**src/rtl/fsp_consts.vh**
```
// Constants for the flash status and protection block.
`ifndef FSP_CONSTS_VH
`define FSP_CONSTS_VH
// Status word bit positions.
`define FSP_POLL_BIT      7
`define FSP_TOG_A_BIT     6
`define FSP_FAIL_BIT      5
`define FSP_WIN_BIT       3
`define FSP_TOG_B_BIT     2
// Lock word layout and reset value.
`define FSP_CODE_LOCK_BIT 15
`define FSP_NUM_BLOCKS    7
`define FSP_LOCK_RESET    16'hFFFF
`define FSP_LOCK_MASK     16'h807F
// Word returned to protected reads.
`define FSP_HIDDEN_WORD   16'h009B
// Timing in ns at a 20 ns clock.
`define FSP_CLK_NS        20
`define FSP_REJECT_NS     100000
`define FSP_WINDOW_NS     96000
`define FSP_REJECT_CYC    (`FSP_REJECT_NS / `FSP_CLK_NS)
`define FSP_WINDOW_CYC    (`FSP_WINDOW_NS / `FSP_CLK_NS)
`endif

```
**src/rtl/fsp_flash_status.v**
```verilog
// Status word generation and protection logic for the flash controller.
`timescale 1ns/10ps
`include "fsp_consts.vh"
module fsp_flash_status #(
  parameter integer REJECT_CYC = `FSP_REJECT_CYC,
  parameter integer WINDOW_CYC = `FSP_WINDOW_CYC
) (
  input  wire        i_clock,
  input  wire        i_srst,
  input  wire        i_rd,          // Flash read strobe, one cycle.
  input  wire [2:0]  i_rd_block,    // Block of the read address.
  input  wire        i_rd_match,    // Read address equals programmed word.
  input  wire        i_rd_fetch,    // Read is an instruction fetch from flash.
  input  wire [15:0] i_array_data,  // Array data for the read address.
  input  wire        i_prog_start,  // Word program command decoded.
  input  wire [2:0]  i_prog_block,
  input  wire [15:0] i_prog_data,
  input  wire [15:0] i_prog_old,    // Current content of the target word.
  input  wire        i_erase_conf,  // Block erase confirm accepted.
  input  wire [2:0]  i_erase_block,
  input  wire        i_chip_erase,
  input  wire        i_suspend_cmd,
  input  wire        i_resume_cmd,
  input  wire        i_reset_cmd,   // Read/reset instruction.
  input  wire        i_unlock_cmd,  // Temporary unlock command.
  input  wire        i_lock_rd_cmd, // Lock status read command.
  input  wire        i_lock_set,    // Set protection data cycle.
  input  wire [15:0] i_lock_data,
  input  wire        i_op_done,     // Engine finished the running operation.
  input  wire        i_op_fail,     // Engine reports failure with done.
  output reg  [15:0] o_rd_data,
  output reg         o_busy,
  output reg         o_suspended,
  output reg         o_refused
);
  // ------------------------------------------------------------------
  // State and storage
  // ------------------------------------------------------------------
  localparam [4:0] ST_IDLE = 5'h01;
  localparam [4:0] ST_PROG = 5'h02;
  localparam [4:0] ST_WIN  = 5'h04;
  localparam [4:0] ST_ERAS = 5'h08;
  localparam [4:0] ST_SUSP = 5'h10;

  reg  [4:0]  state_r;
  reg         sprog_r;      // Program running inside suspend.
  reg  [6:0]  erase_set_r;  // Blocks selected for erase.
  reg  [6:0]  bad_set_r;    // Blocks of a failed erase.
  reg         last_erase_r; // Last finished op was an erase.
  reg  [15:0] prog_word_r;
  reg  [2:0]  prog_blk_r;
  reg         tog_a_r;
  reg         tog_b_r;
  reg         fail_r;
  reg         unlock_r;
  reg         lock_rd_r;
  reg         poll_hi_r;    // Poll bit reads 1 once suspend is entered.
  wire [15:0] lock_act;
  wire [15:0] lock_raw;
  wire        lock_err;
  wire        rej_busy;
  wire        win_done;
  wire        rej_start;

  // ------------------------------------------------------------------
  // Helpers
  // ------------------------------------------------------------------
  // Block number to one-hot set; numbers past the last block give zero.
  function [6:0] blk_hot;
    input [2:0] b;
    begin
      blk_hot = (b < 3'h7) ? (7'h01 << b) : 7'h00;
    end
  endfunction

  // A block may be written when unlocked or under temporary unlock.
  function blk_open;
    input [2:0]  b;
    input [15:0] lw;
    input        tu;
    begin
      blk_open = tu | ((lw[6:0] & blk_hot(b)) != 7'h00) | (b == 3'h7);
    end
  endfunction

  wire prog_ok  = blk_open(i_prog_block, lock_act, unlock_r);
  wire erase_ok = blk_open(i_erase_block, lock_act, unlock_r);
  wire rd_in_er = (erase_set_r & blk_hot(i_rd_block)) != 7'h00;
  wire rd_bad   = (bad_set_r & blk_hot(i_rd_block)) != 7'h00;
  wire prog_err = (~i_prog_old & i_prog_data) != 16'h0000;
  wire prog_hit = (erase_set_r & blk_hot(i_prog_block)) != 7'h00;
  assign rej_start = (i_erase_conf & ~erase_ok & ~i_chip_erase);

  // ------------------------------------------------------------------
  // Submodules
  // ------------------------------------------------------------------
  fsp_lock_store u_lock (
    .i_clock    (i_clock),
    .i_srst     (i_srst),
    .i_set_we   (i_lock_set),
    .i_set_data (i_lock_data),
    .o_active   (lock_act),
    .o_stored   (lock_raw),
    .o_set_err  (lock_err)
  );

  fsp_timer #(.CYCLES(REJECT_CYC), .W(16)) u_rej (
    .i_clock (i_clock),
    .i_srst  (i_srst),
    .i_start (rej_start),
    .i_stop  (1'b0),
    .o_busy  (rej_busy),
    .o_done  ()
  );

  fsp_timer #(.CYCLES(WINDOW_CYC), .W(16)) u_win (
    .i_clock (i_clock),
    .i_srst  (i_srst),
    .i_start (i_erase_conf & erase_ok & (state_r != ST_ERAS)),
    .i_stop  (i_suspend_cmd | i_reset_cmd),
    .o_busy  (),
    .o_done  (win_done)
  );

  // ------------------------------------------------------------------
  // Operation state machine
  // ------------------------------------------------------------------
  // Reset cancels unlock and clears every sequence flag.
  always @(posedge i_clock) begin
    if (i_srst) begin
      state_r      <= ST_IDLE;
      sprog_r      <= 1'b0;
      erase_set_r  <= 7'h00;
      bad_set_r    <= 7'h00;
      last_erase_r <= 1'b0;
      prog_word_r  <= 16'hFFFF;
      prog_blk_r   <= 3'h0;
      fail_r       <= 1'b0;
      unlock_r     <= 1'b0;
      lock_rd_r    <= 1'b0;
      poll_hi_r    <= 1'b0;
      o_refused    <= 1'b0;
    end else begin
      o_refused <= (i_prog_start & ~prog_ok) | rej_start;
      if (i_unlock_cmd)
        unlock_r <= 1'b1;
      if (i_lock_rd_cmd)
        lock_rd_r <= 1'b1;
      else if (i_reset_cmd)
        lock_rd_r <= 1'b0;
      // Set wins over clear when a failure lands with the reset command.
      if (i_op_done & i_op_fail | i_prog_start & prog_ok & prog_err
          | lock_err)
        fail_r <= 1'b1;
      else if (i_reset_cmd)
        fail_r <= 1'b0;
      if (i_reset_cmd)
        bad_set_r <= 7'h00;
      case (state_r)
        ST_IDLE: begin
          if (i_prog_start & prog_ok) begin
            state_r     <= ST_PROG;
            prog_word_r <= i_prog_data;
            prog_blk_r  <= i_prog_block;
          end else if (i_erase_conf & erase_ok) begin
            state_r     <= ST_WIN;
            erase_set_r <= i_chip_erase ? 7'h7F : blk_hot(i_erase_block);
            bad_set_r   <= 7'h00;
          end
        end
        ST_PROG: begin
          if (i_op_done | i_reset_cmd) begin
            state_r      <= ST_IDLE;
            last_erase_r <= 1'b0;
          end
        end
        ST_WIN: begin
          if (i_erase_conf & erase_ok)
            erase_set_r <= erase_set_r | blk_hot(i_erase_block);
          if (i_reset_cmd) begin
            state_r     <= ST_IDLE;
            erase_set_r <= 7'h00;
          end else if (i_suspend_cmd) begin
            state_r   <= ST_SUSP;
            poll_hi_r <= 1'b1;
          end else if (win_done) begin
            state_r <= ST_ERAS;
          end
        end
        ST_ERAS: begin
          if (i_reset_cmd) begin
            state_r     <= ST_IDLE;
            erase_set_r <= 7'h00;
          end else if (i_suspend_cmd) begin
            state_r   <= ST_SUSP;
            poll_hi_r <= 1'b1;
          end else if (i_op_done) begin
            state_r      <= ST_IDLE;
            last_erase_r <= 1'b1;
            if (i_op_fail)
              bad_set_r <= erase_set_r;
            erase_set_r  <= 7'h00;
          end
        end
        ST_SUSP: begin
          if (sprog_r) begin
            if (i_op_done)
              sprog_r <= 1'b0;
          end else if (i_reset_cmd) begin
            state_r     <= ST_IDLE;
            erase_set_r <= 7'h00;
            poll_hi_r   <= 1'b0;
          end else if (i_resume_cmd) begin
            state_r   <= ST_ERAS;
            poll_hi_r <= 1'b0;
          end else if (i_prog_start & prog_ok & ~prog_hit) begin
            sprog_r     <= 1'b1;
            prog_word_r <= i_prog_data;
            prog_blk_r  <= i_prog_block;
          end
        end
        default: state_r <= ST_IDLE;
      endcase
    end
  end

  // ------------------------------------------------------------------
  // Toggle bits
  // ------------------------------------------------------------------
  // Toggle A flips per program status read and per erase read past the window, B per erase read past the window and per program aimed at a suspended erase's block;
  // both stop with the operation, except B on reads of a failed erase's blocks.
  always @(posedge i_clock) begin
    if (i_srst) begin
      tog_a_r <= 1'b0;
      tog_b_r <= 1'b0;
    end else begin
      if ((i_rd & (state_r == ST_PROG | state_r == ST_ERAS | sprog_r))
          | ((i_suspend_cmd | i_resume_cmd)
             & (state_r == ST_ERAS | state_r == ST_SUSP)))
        tog_a_r <= ~tog_a_r;
      if ((i_rd & state_r == ST_ERAS)
          | (state_r == ST_SUSP & ((i_rd & rd_in_er)
             | (i_prog_start & prog_hit)))
          | (i_rd & rd_bad & state_r == ST_IDLE))
        tog_b_r <= ~tog_b_r;
    end
  end

  // ------------------------------------------------------------------
  // Read data path
  // ------------------------------------------------------------------
  // Status is given for reads at the programmed word or erased blocks;
  // reads elsewhere during a suspend see the array.
  reg [15:0] st_w;
  reg        st_sel;
  always @* begin
    st_w   = 16'h0000;
    st_sel = 1'b0;
    if (state_r == ST_PROG | sprog_r) begin
      st_sel = ~sprog_r | i_rd_match | rd_in_er;
      st_w[`FSP_POLL_BIT]  = ~prog_word_r[7];
      st_w[`FSP_TOG_A_BIT] = (sprog_r & rd_in_er) | tog_a_r;
      st_w[`FSP_TOG_B_BIT] = sprog_r & i_rd_match ? 1'b1
                             : tog_b_r;
      st_w[`FSP_FAIL_BIT]  = fail_r;
      st_w[`FSP_WIN_BIT]   = 1'b1;
    end else if (state_r == ST_WIN | state_r == ST_ERAS) begin
      st_sel = 1'b1;
      st_w[`FSP_POLL_BIT]  = 1'b0;
      st_w[`FSP_TOG_A_BIT] = tog_a_r;
      st_w[`FSP_TOG_B_BIT] = tog_b_r;
      st_w[`FSP_FAIL_BIT]  = fail_r;
      st_w[`FSP_WIN_BIT]   = (state_r != ST_WIN);
    end else if (state_r == ST_SUSP) begin
      st_sel = rd_in_er;
      st_w[`FSP_POLL_BIT]  = poll_hi_r;
      st_w[`FSP_TOG_A_BIT] = 1'b1;
      st_w[`FSP_TOG_B_BIT] = tog_b_r;
      st_w[`FSP_FAIL_BIT]  = fail_r;
      st_w[`FSP_WIN_BIT]   = 1'b1;
    end else if (rej_busy) begin
      st_sel = 1'b1;
      st_w[`FSP_POLL_BIT]  = 1'b0;
      st_w[`FSP_WIN_BIT]   = 1'b1;
    end else if (fail_r | rd_bad) begin
      st_sel = 1'b1;
      st_w[`FSP_POLL_BIT]  = last_erase_r | prog_word_r[7];
      st_w[`FSP_TOG_A_BIT] = last_erase_r | prog_word_r[6];
      st_w[`FSP_TOG_B_BIT] = tog_b_r;
      st_w[`FSP_FAIL_BIT]  = fail_r;
      st_w[`FSP_WIN_BIT]   = 1'b1;
    end
  end

  // Registered read port; code lock hides data from foreign reads.
  always @(posedge i_clock) begin
    if (i_srst) begin
      o_rd_data   <= 16'h0000;
      o_busy      <= 1'b0;
      o_suspended <= 1'b0;
    end else begin
      o_busy      <= (state_r != ST_IDLE) & (state_r != ST_SUSP) | sprog_r;
      o_suspended <= (state_r == ST_SUSP);
      if (i_rd) begin
        if (lock_rd_r)
          o_rd_data <= lock_raw & `FSP_LOCK_MASK;
        else if (st_sel)
          o_rd_data <= st_w;
        else if (~lock_act[`FSP_CODE_LOCK_BIT] & ~i_rd_fetch)
          o_rd_data <= `FSP_HIDDEN_WORD;
        else
          o_rd_data <= i_array_data;
      end
    end
  end
endmodule // fsp_flash_status

```
**src/rtl/fsp_timer.v**
```verilog
// One-shot down counter used for the reject and erase window times.
`timescale 1ns/10ps
module fsp_timer #(
  parameter integer CYCLES = 16,
  parameter integer W      = 16
) (
  input  wire i_clock,
  input  wire i_srst,
  input  wire i_start,
  input  wire i_stop,
  output reg  o_busy,
  output reg  o_done
);
  reg [W-1:0] cnt_r;
  // Restart wins over stop so a fresh start is never lost.
  always @(posedge i_clock) begin
    o_done <= 1'b0;
    if (i_srst) begin
      cnt_r  <= {W{1'b0}};
      o_busy <= 1'b0;
    end else if (i_start) begin
      cnt_r  <= CYCLES[W-1:0] - {{(W-1){1'b0}}, 1'b1};
      o_busy <= 1'b1;
    end else if (i_stop) begin
      o_busy <= 1'b0;
    end else if (o_busy) begin
      if (cnt_r == {W{1'b0}}) begin
        o_busy <= 1'b0;
        o_done <= 1'b1;
      end else begin
        cnt_r <= cnt_r - {{(W-1){1'b0}}, 1'b1};
      end
    end
  end
endmodule // fsp_timer

```
**src/rtl/fsp_lock_store.v**
```verilog
// Protection word store: cleared bits stick, new value takes effect at reset.
`timescale 1ns/10ps
`include "fsp_consts.vh"
module fsp_lock_store (
  input  wire        i_clock,
  input  wire        i_srst,
  input  wire        i_set_we,
  input  wire [15:0] i_set_data,
  output reg  [15:0] o_active,
  output reg  [15:0] o_stored,
  output reg         o_set_err
);
  // The stored word models the non-volatile cells and survives reset;
  // it only starts from all ones at power up.
  initial o_stored = `FSP_LOCK_RESET;
  always @(posedge i_clock) begin
    o_set_err <= 1'b0;
    if (i_set_we) begin
      // Bits may only go to zero; a one over a zero is flagged.
      o_stored  <= o_stored & (i_set_data | ~(`FSP_LOCK_MASK));
      o_set_err <= |(~o_stored & i_set_data & `FSP_LOCK_MASK);
    end
  end
  // The active copy is only refreshed on the cycle after a reset, so a
  // word set while running waits for the next reset.
  reg load_r;
  always @(posedge i_clock) begin
    load_r <= i_srst;
    if (i_srst)
      o_active <= `FSP_LOCK_RESET;
    else if (load_r)
      o_active <= o_stored;
  end
endmodule // fsp_lock_store

```
**config.mk**
```make
export PLATFORM = sky130hd
export DESIGN_NAME = fsp_flash_status
export DESIGN_NICKNAME = d
export VERILOG_FILES = /design/src/rtl/fsp_flash_status.v /design/src/rtl/fsp_timer.v /design/src/rtl/fsp_lock_store.v
export VERILOG_INCLUDE_DIRS = /design/src /design/src/rtl
export SDC_FILE = /design/constraint.sdc
export NUM_CORES = 1
export LEC_CHECK = 0
export BUFFER_PORTS_ARGS = -buffer_cell sky130_fd_sc_hd__buf_2
export CAP_MARGIN = 5
export CORE_MARGIN = 4
export CORE_UTILIZATION = 56
export DETAILED_ROUTE_END_ITERATION = 8
export HOLD_SLACK_MARGIN = 0.1
export PLACE_DENSITY_LB_ADDON = 0.3
export REMOVE_ABC_BUFFERS = 1
export SYNTH_ARGS = -nofsm -noshare
export SYNTH_HDL_FRONTEND = slang
export SYNTH_HIERARCHICAL = 1
export SYNTH_SLANG_ARGS = --single-unit
```
**constraint.sdc**
```tcl
create_clock -name i_clock -period 3.45 [get_ports i_clock]
set_input_delay 0.69 -clock i_clock [delete_from_list [all_inputs] [get_ports i_clock]]
set_output_delay 0.69 -clock i_clock [all_outputs]
set_load 0.005 [all_outputs]
```
==> results.json, run 1 <==
{
  "min_period_over_period": 0.760,
  "grt_usage": 0.265,
  "area_growth_pct": 13.1,
  "clock_path_buffers": 2,
  "syn_inst": 653,
  "cts_resized": 0,
  "fin_setup_tns_ps": 0,
  "wl_mm": 15.2,
  "slew_headroom": 0.234,
  "route.detailed.drc": 0,
  "drt_iter0_markers": 484,
  "outcome": "completed",
  "powerDensity_nw_per_um2": 420,
  "nets": 831,
  "fin_skew_ps": 13.5,
  "dieWidth_um": 109,
  "die_y_um": 109,
  "crit_type": "in2reg",
  "tritoncts": "yes",
  "clkLatencyLatePin_ps": 390,
  "worstPathCellList": "buf_2 -> mux2_2 -> a21oi_1 -> o221ai_1 -> nand2_1 -> nor2_1 -> inv_1 -> nand3_1 -> a31oi_1 -> a2111oi_0",
  "grt_first_pass_wirelength_mm": 25.2,
  "dieArea_sq_um": 11800,
  "syn_avg_cell_area_sq_um": 8.69,
  "fin_hold_ws_ps": 483,
  "via_per_inst": 6.40,
  "antenna_found_initial": 0,
  "num_vias": 5608,
  "row_count": 36,
  "cp_max_fo": 10,
  "wire_per_inst_um": 17.4,
  "cts.sinks": 101,
  "cp_slowest_stage_delay_ps": 450,
  "cpMaxStageDelayCell": "nor2_1",
  "num_io_pins": 108,
  "antenna_left": 0,
  "diodes": 0,
  "hold_viol": 0,
  "power_leakage_nw": 2.56,
  "first_global_vias": 5205,
  "ys.warnings.count": 6,
  "cap_violations": 0,
  "htree_levels": 3,
  "num-fill-cells": 850,
  "ir_worst_vdd_uv": 288,
  "overflow": 0,
  "layout-drive-gt1-share": 0.219,
  "numPortBuffers": 99,
  "endpoint_kind": "flop",
  "clk_pin_slew_ps": 90,
  "max_slew.worst_pin.slew_ps": 1130,
  "dpl.hpwl_mm": 11.2,
  "numCtsBuffers": 9,
  "grt_max_degree": 41,
  "coreArea_sq_um": 9820,
  "required_ps": 3710,
  "syn_area_sq_um": 5670,
  "start_util": 0.578,
  "min_period_ps": 2620,
  "rsz0062_at_grt": "false",
  "dr.pass1.iters": 5,
  "post_cts_buffers": 0,
  "setup_viol": 0,
  "critPathLaunchType": "input port",
  "hold_buffers": 0,
  "hold_class": "reg2reg",
  "root_buffer": "clkbuf_8",
  "cp.arrival_ps": 2890,
  "slew_violations": 0,
  "clock.fmax_mhz": 381,
  "gp_congestion": 0.970
}
[routing by layer]
metal | share of wire | routed length (um) | GRT usage
met1 | 0.43 | 6580 | 0.360
met2 | 0.45 | 6900 | 0.413
met3 | 0.087 | 1320 | 0.0586
met4 | 0.027 | 404 | 0.102
met5 | 0 | 0 | 0
[power by group]
group / internal (W) / switching [W] / leakage [nW]
registers: 0.00126 / 0.0000867 / 0.843
logic: 0.000252 / 0.000344 / 1.62
clock network: 0.000335 / 0.000424 / 0.0903
total: 0.00184 / 0.000855 / 2.56
[final cells by class]
| class | instances | area (sq um) | share of cell area |
|---|---|---|---|
| Clock buffer | 10 | 128 | 0.0199 |
| Tap cell | 133 | 166 | 0.0259 |
| Timing Repair Buffer | 103 | 526 | 0.0819 |
| Multi-Input combinational cell | 474 | 3250 | 0.506 |
| Clock inverter | 6 | 62.6 | 0.00975 |
| Inverter | 49 | 184 | 0.0287 |
| Sequential cell | 101 | 2100 | 0.328 |
[placed cells by master (no fill, tap or decap), types with 15 or more instances in the layout]
cell	n
o31ai_1	15
buf_2	99
nor2b_1	15
inv_1	49
o21ai_0	20
dfxtp_1	93
a31oi_1	28
or3_1	18
nor2_1	53
or4_1	17
nand2_1	23
a21oi_1	40
[state kept, by name (all words and copies together) (netlist names), 2 cells and up]
register and count:
u_lock/o_stored 8, erase_set_r 7, u_rej/cnt_r 16, u_win/cnt_r 16, o_rd_data 16, state_r 5, bad_set_r 7, u_lock/o_active 8
prog_word_r 2
[per-stage QoR]
stage                     area (sq um)   util  cells  setup WS [ps]  total power [W]
after floorplan                   5540      -    624            806          0.00173
after global placement            6230  0.634    860            597          0.00192
after detailed placement          6230  0.634    860            523          0.00194
after CTS                         6420  0.654    876            951          0.00269
after global routing              6420  0.654    876            601          0.00283
final                             6420  0.654    876            827          0.00270
[critical path: cells and delay by family]
family	cells	cell delay, ps
and+or+nand+nor	3	760
buffers and inverters	2	470
muxes	1	250
AOI/OAI and AO/OA	4	710
[worst paths after layout]
check                                      start        endpoint  slack (ps)  cells past startpoint
worst max-delay path            i_erase_block[2]  u_win/cnt_r[1]         830                     10
worst min-delay path                bad_set_r[1]    bad_set_r[1]         480                      1
worst max register to register    u_rej/cnt_r[0]  u_rej/cnt_r[7]         910                      6
worst min register to register      bad_set_r[1]    bad_set_r[1]         480                      1
Power figures use the tool's default switching activity.
==> run 2: changes to the inputs <==
ABC_AREA = 1   (was not set)
CORE_UTILIZATION = 52   (was 56)
clock period = 2.3 ns   (was 3.45 ns; I/O delays follow)
==> run 2 against run 1 <==
Against the previous run:
- sequential share of layout area is 3.6 points lower
- critical path type is now reg2reg
- sequential power increased by 58%
- register-to-register slack got worse by 420 ps
- worst hold slack worse by 170 ps
- synthesized cell count grew 50%
- combinational power grew to 2.8 times the previous value
- die area is 18% higher
- critical endpoint is now o_rd_data[10]
- largest cell class unchanged
- largest power group unchanged
==> results.json, run 2 <==
{
  "outcome": "completed",
  "critPathLaunchType": "flop",
  "antenna_found_initial": 0,
  "numCtsBuffers": 9,
  "min_period_over_period": 0.787,
  "endpoint_kind": "flop",
  "syn_avg_cell_area_sq_um": 6.45,
  "ys.warnings.count": 6,
  "dr.pass1.iters": 5,
  "cp.arrival_ps": 2090,
  "clock_path_buffers": 2,
  "slew_violations": 0,
  "syn_inst": 980,
  "clock.fmax_mhz": 552,
  "htree_levels": 3,
  "crit_type": "reg2reg",
  "fin_hold_ws_ps": 312,
  "hold_class": "in2reg",
  "setup_ws_ps": 489,
  "area_growth_pct": 14.3,
  "power_leakage_nw": 3.69,
  "grt_first_pass_wirelength_mm": 26.6,
  "tritoncts": "yes",
  "grt_usage": 0.225,
  "min_period_ps": 1810,
  "via_per_inst": 5.21,
  "dieWidth_um": 118,
  "rrSetupSlack_ps": 490,
  "slew_headroom": 0.536,
  "num_vias": 6386,
  "hold_viol": 0,
  "final_common_cell": "nand2_1",
  "first_global_vias": 5792,
  "cts.sinks": 101,
  "cts_resized": 0,
  "grt_max_degree": 22,
  "clkLatencyLatePin_ps": 350,
  "row_count": 39,
  "dpl.hpwl_mm": 12.0,
  "nets": 1171,
  "gp_congestion": 0.928,
  "layout-drive-gt1-share": 0.191,
  "clk_pin_slew_ps": 70,
  "setup_viol": 0,
  "post_cts_buffers": 0,
  "diodes": 0,
  "numPortBuffers": 99,
  "syn_area_sq_um": 6320,
  "reg_top3": "o_rd_data: 16 flops, u_rej/cnt_r: 16 flops, u_win/cnt_r: 16 flops",
  "ir_worst_vdd_uv": 502,
  "multi_input_area_sq_um": 3430,
  "wire_per_inst_um": 12.7,
  "cp_max_fo": 10,
  "place_ws_ps": 190,
  "rsz0062_at_grt": "false",
  "seqCellArea_sq_um": 2100,
  "route.detailed.drc": 0,
  "num-fill-cells": 1151,
  "cap_violations": 0,
  "fin_skew_ps": 5.84,
  "powerDensity_nw_per_um2": 738,
  "drt_iter0_markers": 377,
  "fin_setup_tns_ps": 0,
  "hold_buffers": 0,
  "wl_mm": 15.6,
  "coreArea_sq_um": 11700,
  "required_ps": 2580,
  "start_util": 0.542,
  "max_slew.worst_pin.slew_ps": 696,
  "overflow": 0,
  "die_y_um": 118,
  "root_buffer": "clkbuf_16",
  "antenna_left": 0,
  "dieArea_sq_um": 14000,
  "layout_common_cells": "nand2_1, inv_1, nor2_1",
  "num_io_pins": 108
}
[run 2: cell types whose count changed in the layout (fill, tap and decap cells not counted), sizes merged, moves of 19 or more]
cell and change:
a21oi +23, a31oi -25, inv +121, nand2 +229, nand3 +77, nand4 +26, nor2 +94, o21ai +22
or3 -19, or4 -19
[run 2: path summary, 6_finish.rpt]
path | start | depth (start not counted) | to
setup / recovery | state_r[4] | 12 | o_rd_data[10]
hold reg to reg | u_win/o_busy | 2 | u_win/o_done
setup reg to reg | state_r[4] | 12 | o_rd_data[10]
hold / removal | i_unlock_cmd | 3 | unlock_r
[run 2: critical path, stage by stage (launching register included)]
cell and delay [ps]:
dfxtp_1 420, inv_2 90, nand2_1 90, inv_2 70
nand2_4 150, nand3_2 100, nor2_2 100, nand3_2 80
nand2_2 190, nand2_2 110, nor2_4 160, nand2_1 70
a21oi_1 110
[run 2: stage by stage]
stage	power [W]	area, sq um	utilization	std cells
floorplan	0.00331	6170	-	959
global placement	0.00375	6920	0.593	1210
detailed placement	0.00379	6920	0.593	1210
finish	0.00533	7220	0.619	1226
global route	0.00567	7220	0.619	1226
CTS	0.00535	7220	0.619	1226
[run 2: power by group]
part / leakage (nW) / internal (W) / total, W / switching (W)
sequential: 0.844 / 0.00195 / 0.00212 / 0.000178
clock: 0.142 / 0.000876 / 0.00155 / 0.000676
combinational: 2.71 / 0.000569 / 0.00165 / 0.00108
[run 2: metal layers]
metal,up-vias,track usage,routed length (um),part of all wire
met2,187,0.349,6960,0.45
li1,3332,-,-,-
met3,31,0.0516,1140,0.073
met5,-,0,0,0
met4,0,0.0784,325,0.021
met1,2836,0.308,7180,0.46
[run 2: area by class of cell]
class                      count  share of cell area
sequential                   101               0.291
clock buffer                  11              0.0336
tap                          143              0.0248
multi-input combinational    687               0.475
inverter                     171              0.0893
clock inverter                 5             0.00815
timing repair buffer         108              0.0780
==> run 3: changes to the inputs <==
ABC_AREA = 0   (was 1)
CORE_UTILIZATION = 56   (was 52)
clock period = 1.8 ns   (was 2.3 ns; I/O delays follow)
==> run 3 against run 2 <==
Against the previous run:
- the flow now finishes with violations (negative setup slack)
- first-iteration DRC count up 110%
- utilization up 30 points
- cell area up 24%
- global-route usage up 14 points
- critical endpoint is now erase_set_r[0]
==> results.json, run 3 (same netlist as run 1, synthesis figures left out) <==
{
  "cap_violations": 0,
  "dieWidth_um": 109,
  "cp_common_cell": "buf_6",
  "antenna_left": 0,
  "endpoint_kind": "flop",
  "numCtsBuffers": 9,
  "root_buffer": "clkbuf_8",
  "grt_max_degree": 42,
  "num-fill-cells": 385,
  "hold_viol": 0,
  "cp_num_buf_inv": 2,
  "overflow": 0,
  "clock_path_buffers": 2,
  "area_growth_pct": 58.3,
  "fin_cells": 1062,
  "first_global_vias": 6905,
  "grt_usage": 0.365,
  "setup_viol": 72,
  "hold_buffers": 0,
  "antenna_found_initial": 0,
  "layout-drive-gt1-share": 0.544,
  "crit_type": "reg2reg",
  "crit_start": "u_lock/o_active[4]",
  "rrSetupSlack_ps": -300,
  "grt_first_pass_wirelength_mm": 34.0,
  "dpl.hpwl_mm": 13.4,
  "route.detailed.drc": 0,
  "clk_pin_slew_ps": 100,
  "wl_mm": 24.6,
  "place_ws_ps": -690,
  "required_ps": 2110,
  "hp-start": "i_array_data[10]",
  "cp.arrival_ps": 2410,
  "grtUsageMet2": 0.626,
  "fin_setup_tns_ps": -12220,
  "cp_slowest_stage_delay_ps": 380,
  "fin_skew_ps": 12.3,
  "use_met1": 0.430,
  "die_y_um": 109,
  "cts.sinks": 101,
  "powerDensity_nw_per_um2": 748,
  "final_common_cell": "buf_4",
  "worstSetupEndpoint": "erase_set_r[0]",
  "rsz0062_at_grt": "true",
  "setup_ws_ps": -303,
  "row_count": 36,
  "dieArea_sq_um": 11800,
  "coreArea_sq_um": 9820,
  "gp_congestion": 0.953,
  "clock.fmax_mhz": 475,
  "tritoncts": "yes",
  "critical_path_depth": 8,
  "violations": "negative setup slack",
  "htree_levels": 3,
  "critPathLaunchType": "flop",
  "dr.pass1.iters": 8,
  "dp.cells": 1011,
  "min_period_over_period": 1.17,
  "power_leakage_nw": 3.77,
  "reg_top3": "o_rd_data: 16 flops, u_rej/cnt_r: 16 flops, u_win/cnt_r: 16 flops",
  "grt_use_met3": 0.0817,
  "utilization": 0.915,
  "cpMaxStageDelayCell": "dfxtp_4",
  "hold_class": "in2reg",
  "cp_max_fo": 6,
  "slew_violations": 0,
  "wire_per_inst_um": 23.2,
  "reg2reg_depth": 8,
  "clkLatencyLatePin_ps": 410,
  "grt-busiest-layer": "met2",
  "rr_endpoint": "erase_set_r[0]",
  "layout_common_cells": "buf_4, buf_2, dfxtp_1",
  "outcome": "finished, violations left",
  "worstPathCellList": "mux2_4 -> a21oi_4 -> buf_6 -> o221a_4 -> buf_6 -> a211oi_4 -> o211a_4 -> a211oi_1",
  "start_util": 0.578,
  "min_period_ps": 2100,
  "num_vias": 7232,
  "via_per_inst": 6.81,
  "drt_iter0_markers": 784,
  "path_delay_family": "compound AO/OA/AOI/OAI gates",
  "num_io_pins": 108,
  "max_slew.worst_pin.slew_ps": 780,
  "ir_worst_vdd_uv": 719,
  "numPortBuffers": 99,
  "slew_headroom": 0.478,
  "diodes": 0,
  "r2r_start": "u_lock/o_active[4]",
  "nets": 1017
}
-- run 3: power by group --
part / total [W] / leakage, nW / switching [W] / internal, W
sequential: 0.00256 / 0.850 / 0.000148 / 0.00241
clock: 0.00173 / 0.122 / 0.000855 / 0.000873
combinational: 0.00243 / 2.80 / 0.00126 / 0.00117
-- run 3: worst min-delay path by stage --
stage / to / slack [ps] / cells past startpoint
floorplan: u_lock/load_r / 390 / 0
global placement: bad_set_r[5] / 460 / 1
detailed placement: bad_set_r[1] / 460 / 1
CTS: o_rd_data[11] / 160 / 2
global route: o_rd_data[10] / 160 / 2
finish: o_rd_data[10] / 170 / 2
-- run 3: metal layers --
| layer | wire (um) | vias up |
|---|---|---|
| li1 | - | 3064 |
| met1 | 8870 | 3393 |
| met2 | 11500 | 567 |
| met3 | 2520 | 208 |
| met4 | 1780 | 0 |
| met5 | 0 | - |
-- run 3: worst reg2reg max path, cell delays in order (launching register included) --
cell and delay, ps:
dfxtp_4 380, mux2_4 300, a21oi_4 210, buf_6 130, o221a_4 210, buf_6 130, a211oi_4 50, o211a_4 300
a211oi_1 300
-- run 3: final cells by class --
type	count	area (sq um)	share of cell area
clock buffer	10	149	0.0166
sequential	101	2140	0.238
clock inverter	6	91.3	0.0102
timing repair buffer	289	2040	0.227
multi-input combinational	474	4210	0.469
inverter	49	189	0.0210
tap	133	166	0.0185
-- run 3: per-stage QoR --
stage               power [W]  area (sq um)  hold slack, ps
global placement      0.00409          7370             456
CTS                   0.00615          8310             165
global route          0.00690          8980             158
detailed placement    0.00415          7370             459
floorplan             0.00331          5540             388
finish                0.00672          8980             165
-- run 3: timing repair --
item / CTS / global route
buffers inserted: 25 / 10
resized for setup: 127 / 127
endpoints found under the setup margin: 71 / 75
pin swaps: 63 / 38
cloned: 1 / 1
hold endpoints to repair: 0 / 0
